<file path="config.mk">
export PLATFORM = sky130hd
export DESIGN_NAME = ssrs_supervisor
export DESIGN_NICKNAME = d
export VERILOG_FILES = /design/src/verilog/ssrs_pkg.sv /design/src/verilog/ssrs_filter_if.sv /design/src/verilog/ssrs_glitch_filter.sv /design/src/verilog/ssrs_supervisor.sv
export SDC_FILE = /design/constraint.sdc
export NUM_CORES = 1
export LEC_CHECK = 0
export BUFFER_PORTS_ARGS = -buffer_cell sky130_fd_sc_hd__buf_2
export CAP_MARGIN = 15
export CORE_MARGIN = 2
export CORE_UTILIZATION = 45
export DETAILED_ROUTE_END_ITERATION = 12
export GPL_TIMING_DRIVEN = 0
export PLACE_DENSITY = 0.7
export SYNTH_ARGS = -nofsm -noshare
export SYNTH_HDL_FRONTEND = slang
export SYNTH_SLANG_ARGS = --single-unit
export TNS_END_PERCENT = 100
</file>
<file path="constraint.sdc">
create_clock -name clk -period 2.7 [get_ports clk]
set_input_delay 0.135 -clock clk [delete_from_list [all_inputs] [get_ports clk]]
set_output_delay 0.135 -clock clk [all_outputs]
set_load 0.01 [all_outputs]
</file>
<file path="src/verilog/ssrs_pkg.sv">
// Constants of the supply reset supervisor
// Operation
// - Hold reset while supply is low, then for the timeout after recovery.
// - After the timeout, stop driving the open-drain reset pin.
// - Assert reset within 5 us of the supply falling below threshold.
// - Ignore supply dips of up to 30 ns; they start no reset.
// - A filtered falling edge on the reset pin restarts the timeout.
// - A manual reset keeps reset active for the full timeout.
// - Manual-reset pulses shorter than 100 ns are filtered out.
// - During reset, abort bus transactions and refuse new ones.
// - During reset start no write; a running write cycle completes.
// - After a write STOP, run a write cycle of at most 5 ms, bus off.
// - SDA change while SCL high is a START or a STOP.
// - START is SDA falling with SCL high; nothing counts before it.
// - STOP is SDA rising with SCL high; every operation ends with it.
package ssrs_pkg;
    localparam int CLK_PERIOD_PS = 4000;
    localparam int RESET_TIMEOUT_MS = 200;
    localparam int TRIP_TO_OUTPUT_DELAY_US = 5;
    localparam int SUPPLY_GLITCH_REJECT_WIDTH_NS = 30;
    localparam int MANUAL_RESET_GLITCH_NS = 100;
    localparam int INTERNAL_PROGRAM_TIME_MS = 5;
    localparam int POWERUP_READ_WAIT_MS = 270;
    localparam int POWERUP_WRITE_WAIT_MS = 270;
    // Kept apart so the millisecond products stay inside 32 bits
    localparam int CYCLES_PER_MS = 1000000000 / CLK_PERIOD_PS;
    localparam int RESET_TIMEOUT_CYCLES = RESET_TIMEOUT_MS * CYCLES_PER_MS;
    // Longest time rounds down
    localparam int TRIP_DELAY_CYCLES = TRIP_TO_OUTPUT_DELAY_US * 1000000 / CLK_PERIOD_PS;
    // Least rejection widths round up
    localparam int SUPPLY_GLITCH_CYCLES =
        (SUPPLY_GLITCH_REJECT_WIDTH_NS * 1000 + CLK_PERIOD_PS - 1) / CLK_PERIOD_PS;
    localparam int MANUAL_GLITCH_CYCLES =
        (MANUAL_RESET_GLITCH_NS * 1000 + CLK_PERIOD_PS - 1) / CLK_PERIOD_PS;
    localparam int PROGRAM_CYCLES = INTERNAL_PROGRAM_TIME_MS * CYCLES_PER_MS;
    localparam int TIMER_WIDTH = 26;
    localparam int FILTER_WIDTH = 8;
    localparam logic RESET_OUT_ACTIVE_INIT = 1'b1;
endpackage : ssrs_pkg

</file>
<file path="src/verilog/ssrs_filter_if.sv">
// Interface carrying a filtered level and its edge strobes
`timescale 1ns/1ps
interface ssrs_filter_if;
    logic level;
    logic fall;
    logic rise;
    modport source (output level, output fall, output rise);
    modport sink (input level, input fall, input rise);
endinterface : ssrs_filter_if

</file>
<file path="src/verilog/ssrs_glitch_filter.sv">
// Synchronising glitch filter with edge strobes
`timescale 1ns/1ps
module ssrs_glitch_filter
    import ssrs_pkg::*;
#(
    parameter int STABLE_CYCLES = 1,
    parameter logic INIT = 1'b1
)
(
    input wire logic clk,
    input wire logic rst_n,
    input wire logic raw,
    ssrs_filter_if.source out
);
    if (STABLE_CYCLES < 1 || STABLE_CYCLES >= (1 << FILTER_WIDTH))
    begin : g_bad_stable
        $error("ssrs_glitch_filter: STABLE_CYCLES out of range");
    end

    typedef struct packed {
        logic sync1;
        logic sync2;
        logic level;
        logic fall;
        logic rise;
        logic [FILTER_WIDTH-1:0] count;
    } ssrs_filt_state_type;

    ssrs_filt_state_type state;
    ssrs_filt_state_type next_state;

    always_comb
    begin
        next_state = state;
        next_state.sync1 = raw;
        next_state.sync2 = state.sync1;
        next_state.fall = 1'b0;
        next_state.rise = 1'b0;
        if (state.sync2 == state.level)
            next_state.count = '0;
        else if (state.count == FILTER_WIDTH'(STABLE_CYCLES - 1))
        begin
            next_state.count = '0;
            next_state.level = state.sync2;
            next_state.fall = ~state.sync2;
            next_state.rise = state.sync2;
        end
        else
            next_state.count = state.count + 1'b1;
    end

    always_ff @(posedge clk or negedge rst_n)
    begin
        if (!rst_n)
            state <= '{sync1: INIT, sync2: INIT, level: INIT, fall: 1'b0, rise: 1'b0,
                count: '0};
        else
            state <= next_state;
    end

    assign out.level = state.level;
    assign out.fall = state.fall;
    assign out.rise = state.rise;
endmodule : ssrs_glitch_filter

</file>
<file path="src/verilog/ssrs_supervisor.sv">
// Supply reset supervisor with bus guard and write-cycle timer
`timescale 1ns/1ps
module ssrs_supervisor
    import ssrs_pkg::*;
#(
    parameter int TIMEOUT_CYCLES = RESET_TIMEOUT_CYCLES,
    parameter int PROG_CYCLES = PROGRAM_CYCLES,
    parameter int SUPPLY_FILTER_CYCLES = SUPPLY_GLITCH_CYCLES + 1,
    parameter int MANUAL_FILTER_CYCLES = MANUAL_GLITCH_CYCLES + 1
)
(
    input wire logic clk,
    input wire logic rst_n,
    input wire logic supply_low,
    input wire logic reset_pin_in,
    output logic reset_pin_out,
    output logic reset_pin_oe_n,
    output logic reset_active,
    input wire logic scl_in,
    input wire logic sda_in,
    input wire logic write_request,
    output logic bus_enabled,
    output logic transaction_open,
    output logic transaction_abort,
    output logic program_busy,
    output logic program_start
);
    if (TIMEOUT_CYCLES < 2 || TIMEOUT_CYCLES >= (1 << TIMER_WIDTH))
    begin : g_bad_timeout
        $error("ssrs_supervisor: TIMEOUT_CYCLES out of range");
    end
    if (PROG_CYCLES < 2 || PROG_CYCLES >= (1 << TIMER_WIDTH))
    begin : g_bad_prog
        $error("ssrs_supervisor: PROG_CYCLES out of range");
    end
    if (SUPPLY_FILTER_CYCLES > TRIP_DELAY_CYCLES)
    begin : g_bad_filter
        $error("ssrs_supervisor: supply filter slower than trip delay");
    end

    typedef enum {SSRS_RST_HOLD, SSRS_RST_TIMING, SSRS_RST_RELEASED} ssrs_rst_type;
    typedef enum {SSRS_BUS_IDLE, SSRS_BUS_ACTIVE} ssrs_bus_type;

    typedef struct packed {
        ssrs_rst_type rst;
        ssrs_bus_type bus;
        logic [TIMER_WIDTH-1:0] timer;
        logic [TIMER_WIDTH-1:0] prog_timer;
        logic pin_drive;
        logic pin_oe_n;
        logic active;
        logic open;
        logic abort;
        logic busy;
        logic start;
        logic enabled;
        logic write_pending;
        logic scl_s1;
        logic scl_s2;
        logic sda_s1;
        logic sda_s2;
        logic sda_prev;
    } ssrs_state_type;

    ssrs_state_type state;
    ssrs_state_type next_state;

    ssrs_filter_if supply_f ();
    ssrs_filter_if manual_f ();

    // Supply indication filtered against short dips
    ssrs_glitch_filter #(
        .STABLE_CYCLES(SUPPLY_FILTER_CYCLES),
        .INIT(1'b1)
    ) u_supply_filter (
        .clk(clk),
        .rst_n(rst_n),
        .raw(supply_low),
        .out(supply_f.source)
    );

    // Manual reset pin filtered against short pulses
    ssrs_glitch_filter #(
        .STABLE_CYCLES(MANUAL_FILTER_CYCLES),
        .INIT(1'b1)
    ) u_manual_filter (
        .clk(clk),
        .rst_n(rst_n),
        .raw(reset_pin_in),
        .out(manual_f.source)
    );

    logic start_cond;
    logic stop_cond;
    logic hold;

    always_comb
    begin
        start_cond = state.scl_s2 && state.sda_prev && !state.sda_s2;
        stop_cond = state.scl_s2 && !state.sda_prev && state.sda_s2;
        // Own drive is excluded so only an outside falling edge retriggers
        hold = supply_f.level || (manual_f.fall && !state.pin_drive);

        next_state = state;
        next_state.scl_s1 = scl_in;
        next_state.scl_s2 = state.scl_s1;
        next_state.sda_s1 = sda_in;
        next_state.sda_s2 = state.sda_s1;
        next_state.sda_prev = state.sda_s2;
        next_state.abort = 1'b0;
        next_state.start = 1'b0;

        case (state.rst)
            SSRS_RST_HOLD:
            begin
                next_state.timer = '0;
                if (!supply_f.level)
                    next_state.rst = SSRS_RST_TIMING;
            end
            SSRS_RST_TIMING:
            begin
                if (supply_f.level)
                    next_state.rst = SSRS_RST_HOLD;
                else if (state.timer == TIMER_WIDTH'(TIMEOUT_CYCLES - 1))
                    next_state.rst = SSRS_RST_RELEASED;
                else
                    next_state.timer = state.timer + 1'b1;
            end
            SSRS_RST_RELEASED:
            begin
                next_state.timer = '0;
                if (supply_f.level)
                    next_state.rst = SSRS_RST_HOLD;
                else if (hold)
                    next_state.rst = SSRS_RST_TIMING;
            end
            default:
                next_state.rst = SSRS_RST_HOLD;
        endcase

        next_state.active = (next_state.rst != SSRS_RST_RELEASED);
        next_state.pin_drive = next_state.active;
        next_state.pin_oe_n = !next_state.active;

        if (state.busy)
        begin
            // A running write finishes whatever reset does
            if (state.prog_timer == TIMER_WIDTH'(PROG_CYCLES - 1))
            begin
                next_state.busy = 1'b0;
                next_state.prog_timer = '0;
            end
            else
                next_state.prog_timer = state.prog_timer + 1'b1;
        end

        case (state.bus)
            SSRS_BUS_IDLE:
            begin
                next_state.write_pending = 1'b0;
                if (start_cond && !state.active && !state.busy)
                begin
                    next_state.bus = SSRS_BUS_ACTIVE;
                end
            end
            SSRS_BUS_ACTIVE:
            begin
                if (write_request)
                    next_state.write_pending = 1'b1;
                if (state.active)
                begin
                    next_state.bus = SSRS_BUS_IDLE;
                    next_state.abort = 1'b1;
                    next_state.write_pending = 1'b0;
                end
                else if (stop_cond)
                begin
                    next_state.bus = SSRS_BUS_IDLE;
                    if (state.write_pending || write_request)
                    begin
                        next_state.busy = 1'b1;
                        next_state.start = 1'b1;
                        next_state.prog_timer = '0;
                    end
                end
            end
            default:
                next_state.bus = SSRS_BUS_IDLE;
        endcase

        next_state.open = (next_state.bus == SSRS_BUS_ACTIVE);
        next_state.enabled = !next_state.active && !next_state.busy;
    end

    always_ff @(posedge clk or negedge rst_n)
    begin
        if (!rst_n)
        begin
            state <= '0;
            state.rst <= SSRS_RST_HOLD;
            state.bus <= SSRS_BUS_IDLE;
            state.pin_drive <= RESET_OUT_ACTIVE_INIT;
            state.pin_oe_n <= ~RESET_OUT_ACTIVE_INIT;
            state.active <= RESET_OUT_ACTIVE_INIT;
            state.scl_s1 <= 1'b1;
            state.scl_s2 <= 1'b1;
            state.sda_s1 <= 1'b1;
            state.sda_s2 <= 1'b1;
            state.sda_prev <= 1'b1;
        end
        else
            state <= next_state;
    end

    assign reset_pin_out = 1'b0;
    assign reset_pin_oe_n = state.pin_oe_n;
    assign reset_active = state.active;
    assign bus_enabled = state.enabled;
    assign transaction_open = state.open;
    assign transaction_abort = state.abort;
    assign program_busy = state.busy;
    assign program_start = state.start;
endmodule : ssrs_supervisor

</file>
== After elaboration in Yosys (flattened, before gate mapping) ==
Index checks and enable logic that the tools add are counted.
Word-level totals
  register bits: 152
  bits of input ports: 7
  logic and storage cells: 107
Cells by class
  add/subtract/negate cells: 4
  equality and inequality tests: 14
  muxes and demuxes: 35
  bitwise gates (word level): 3
  reduce and logical (&&, ||, !) cells: 25
Operators by type and width (number)
  $mux W32: 8
  $mux W26: 8
  $pmux W32 S3: 1
  $eq A32 B1 Y1 const B: 2
  $eq A32 B2 Y1 const B: 2
  $logic_not A32 Y1: 2
  $pmux W32 S2: 1
  $add A26 B1 Y26 const B: 2
  $pmux W26 S2: 1
  $mux W8: 4
  $ne A32 B3 Y1 const B: 1
  $eq A26 B21 Y1 const B: 1
  $eq A26 B26 Y1 const B: 1
  $add A8 B1 Y8 const B: 2
  $mux W2: 5
  $eq A8 B4 Y1 const B: 1
  $eq A8 B5 Y1 const B: 1
  $logic_and A1 B1 Y1: 8
  $logic_not A1 Y1: 6
  $reduce_and A2 Y1: 3
  $mux W1: 5
  $ne A2 B2 Y1 const B: 2
  $reduce_bool A2 Y1: 2
  $mux W3: 1
  other kinds (7): 11

== Longest topological paths before layout ==
  word-level depth: 9
  depth in mapped cells: 8
  gate-level depth less buffers: 6

== By module ==
From an unflattened synthesis, not the netlist that was laid out.
Second synthesis, totals
  cell total of the unflattened synthesis: 580
  area total of the unflattened synthesis: 6477.5 µm²
Modules (own cells, without submodules)
  ssrs_supervisor: instances 1, cells an instance 478, area an instance 5330.1 µm², sequential area each 3235.6 µm²
  ssrs_glitch_filter at u_manual_filter: instances 1, cells an instance 52, area an instance 583.1 µm², sequential area each 329.1 µm²
  ssrs_glitch_filter at u_supply_filter: instances 1, cells an instance 50, area an instance 564.3 µm², sequential area each 329.1 µm²

== Worst setup path before layout ==
No wires, ideal clock.
  kind: reg-to-reg
  from: register state[40] (netlist bit)
  to: register state[42] (netlist bit)
  setup time: 0.126 ns
  arrival time: 1.958 ns
  path slack: 0.616 ns
  stages on the path, launching flop included: 8
  period minus slack after synthesis: 2.084 ns
  cells stage by stage: dfrtp_1 -> ha_1 -> nand3_2 -> or4_4 -> o21ai_4 -> buf_4 -> nor2_1 -> a221o_1
Between the ends
  word-level cells in the longest chain between the ends: 4
  elaborated cells between the ends (all ways): 7
  classes of those cells: 1 x add/sub; 2 x eq/ne; 3 x mux; 1 x reduce/logical
Ends and longest elaborated chain
  start: declaration: RTL line ssrs_supervisor.sv:65  | ssrs_state_type state;
  start signal: assignment: RTL line ssrs_supervisor.sv:212  | state <= next_state;
  $add A26 B1 Y26: RTL line ssrs_supervisor.sv:127  | next_state.timer = state.timer + 1'b1;
  $mux W26: RTL line ssrs_supervisor.sv:124  | else if (state.timer == TIMER_WIDTH'(TIMEOUT_CYCLES - 1))
  $mux W26: RTL line ssrs_supervisor.sv:122  | if (supply_f.level)
  $pmux W26 S2: RTL line ssrs_supervisor.sv:113  | case (state.rst)
Parallel ways exist; a longest one is shown, timed or not. The select of a mux whose other input is x is not followed.
A chain may end at the register's enable or synchronous reset.

== Worst setup path after layout ==
  from: register state[40] (netlist bit)
  to: register state[45] (netlist bit)
Same word-level chain as after synthesis.

==> summary.txt <==
Run status
  • Outcome: complete, no violations

Clocking
  • Clock root buffer: clkbuf_16
  • Setup Fix Bufs, Post-CTS: 0
  • # clock sinks: about 150
  • Clk Latency, worst-skew pair: approximately 0.42 ns
  • Max clock buf depth: 2
  • CTS clk-pin slew, worst paths: roughly 0.060 ns
  • H-tree levels: 4
  • Num CTS Buffers: 17
  • CTS tree: done

Floorplan
  • Core outline area: roughly 14,000 sq um
  • Die X: between 100 and 150 um
  • Total Die Area: roughly 15,000 sq um
  • # rows: 43
  • Initial Util: 0.4630
  • Die height: ~120 um
  • Io pins: 15

Pwr
  • Pwr dens: between 600 and 700 nW/um^2
  • Worst vdd ir: around 0.00056 V
  • Power, Total: 5.327 mW
  • Leakage: approximately 3.3 nW

Routing
  • Detailed Route Iter0 Violations: 403
  • Vias/cell: roughly 5.5
  • Final ANT Viol Nets: 0
  • 1st-pass router iterations: 5
  • WL final: roughly 13,000 um
  • Drt drc: 0
  • Via count: about 4,900
  • Avg WL per Cell: 14.85 um

Yosys
  • Largest cells by area after synthesis: dfrtp_1 (54%), dfstp_2 (4.9%), nor2_1 (3.2%), nand2_1 (3.1%), nand3_1 (2.6%)
  • Yosys reg bits: 152
  • Post-synth top area share: 0.5410
  • Top cells by count, synth: dfrtp_1 (140), nor2_1 (56), nand2_1 (53)
  • Sequential area share after synthesis: 0.5896
  • Synthesized cell area: between 6000 and 7000 sq um
  • Distinct cells, synth: 65
  • Post-synth top area cell: dfrtp_1
  • Synth async-reset ratio: 1.000
  • Most frequent cell after synthesis: dfrtp_1
  • Gate Count Post-Synth: ~590
  • Number of flops mapped to enable cells by yosys: 0
  • Syn avg cell area: between 10 and 15 sq um
  • Yosys Warn Count: 0
  • Most used DFF post-synth: dfrtp_1

Job
  • Max Cap Viol: 0

STA
  • Actual slew at the worst max-slew pin: ~0.83 ns
  • Worst Slack Setup Final: roughly 0.21 ns
  • RSZ-0062 raised after global routing: false
  • Setup TNS: 0 ns
  • Slew Limit Fails: 0
  • Final Cycle Share: 0.9215
  • Post-layout min period: 2.488 ns
  • Worst relative slew slack: 0.4495
  • Clk_skew: approximately 0.0083 ns
  • Endpoints failing setup: 0
  • Maximum clock rate: ~400 MHz
  • Hold Fails Final Rpt: 0

Cells and area
  • Share of layout cells above drive strength 1: 0.1159
  • N_diodes: 0
  • Fill cell count: around 1,200
  • Synth-to-Final Area Change: 18.95%
  • Final Core Density: 0.5507
  • Final Net Count: between 600 and 700
  • Final instance area: approximately 7700 sq um

Critical path
  • Crit path max-delay family: simple AND/OR/NAND/NOR gates
  • CP Depth: 7
  • Critical path endpoint category: flop
  • CP max stage delay: around 0.47 ns
  • Critical Path AT: ~2.8 ns
  • CP max FO: 10
  • CP required: 3.00 ns
  • Buffer and inverter count on the worst path: 1
  • CP cell instances: ha_1 > nand3_2 > nor4_1 > a21boi_1 > clkbuf_1 > and3_1 > a221o_1
  • Worst Reg-to-Reg Cells: 7
  • CP max-delay cell: nor4_1
  • Crit Path Class: reg -> reg
  • Crit start category: flop

GRT
  • Overflow after GRT: 0
  • Gr usage total: 0.1881
  • Largest net degree at the start of global routing: 98
  • Initial antenna violation count: 0
  • Vias in the first global route: 4,785
  • First-pass GRT wire length: roughly 22,000 um

Placed design
  • Placer congestion estimate: roughly 0.87
  • Placement Setup Slack: between 0.3 and 0.4 ns
  • Area after DPL: between 7000 and 8000 sq um
  • DP HPWL: 8571 um
  • I/O Buffers: 13

Hold path
  • Hold/Removal Path Class: in -> async
## sequential cells by signal, indices dropped and copies added, names as in the netlist, 3 cells and up
signal                 count
u_supply_filter.state      9
u_manual_filter.state      9
next_state                 3
state                    119
## area by class of cell
type	count	area (sq um)	share of cell area
repair buffers	20	158.9	0.02063
inverters	12	45.04	0.005847
clock buffers	17	425.4	0.05522
well taps	180	225.2	0.02924
clock inverters	15	188.9	0.02452
plain buffers	22	101.3	0.01316
flip-flops and latches	152	3819	0.4957
multi-input cells	461	2740	0.3557
## metrics by stage
stage | std cells | hold slack [ns]
after global routing | 879 | 0.2819
after floorplan | 647 | -0.1606
after CTS | 879 | 0.2443
final | 879 | 0.2336
after detailed placement | 841 | 0.1162
after global placement | 840 | 0.2397
## worst paths after layout
kind / from / endpoint / slack [ns]
hold reg to reg: u_supply_filter.next_state[11] / u_supply_filter.state[11] / 0.36
min in group clk: u_supply_filter.next_state[11] / u_supply_filter.state[11] / 0.36
hold / removal: rst_n / state[21] / 0.23
max in group asynchronous: rst_n / u_supply_filter.out.level / 1.62
setup reg to reg: state[40] / state[45] / 0.21
setup / recovery: state[40] / state[45] / 0.21
## cell families after synthesis
logic type | count (synthesis) | synth area share
other cells | 1 | 0.0005790
simple gates | 270 | 0.2278
compound gates | 89 | 0.09931
flops | 152 | 0.5896
buf+inv | 34 | 0.02260
fa+ha+maj | 6 | 0.01159
mux | 9 | 0.01468
xor+xnor | 25 | 0.03381
## placed cells by master, fill, tap and decap left out, types with 4 or more instances in the layout
master	count
dfrtp_1	140
and3_1	13
o211ai_1	6
conb_1	62
clkbuf_1	16
o21ai_0	13
xor2_1	15
mux2_2	4
nor4_1	22
nor2_1	56
nand4_1	18
inv_1	12
nor3_1	19
or3_1	9
a21oi_1	22
nand3_1	34
ha_1	6
buf_2	15
o311ai_0	7
a31oi_1	6
dlygate4sd3_1	6
dfstp_2	12
a221o_1	6
clkbuf_16	17
inv_6	4
nand4b_1	4
and2_1	4
nand2_1	53
and4_1	12
mux2i_1	5
xnor2_1	10
a22oi_1	4
## metal layers
metal,wire [um],GRT usage,up-vias,share of wire
met1,5712,0.2495,2393,0.44
met3,765,0.04716,19,0.059
met5,0,0,-,0
met4,201,0.07935,0,0.015
met2,6371,0.2960,145,0.49
li1,-,-,2296,-
## power by group
| part | internal (mW) | switching, mW | total (mW) |
|---|---|---|---|
| Sequential | 2.41 | 0.125 | 2.54 |
| Clock | 1.47 | 0.971 | 2.45 |
| Combinational | 0.131 | 0.211 | 0.341 |
| Total | 4.02 | 1.31 | 5.33 |
## what timing repair did
action | 4_1_cts | 5_1_grt
endpoints found under the hold margin | 55 | 0
hold buffers | 6 | 0
endpoints found under the setup margin | 0 | 0
resized for setup | 0 | 0
Note: power is estimated with default switching activity, not from simulation.
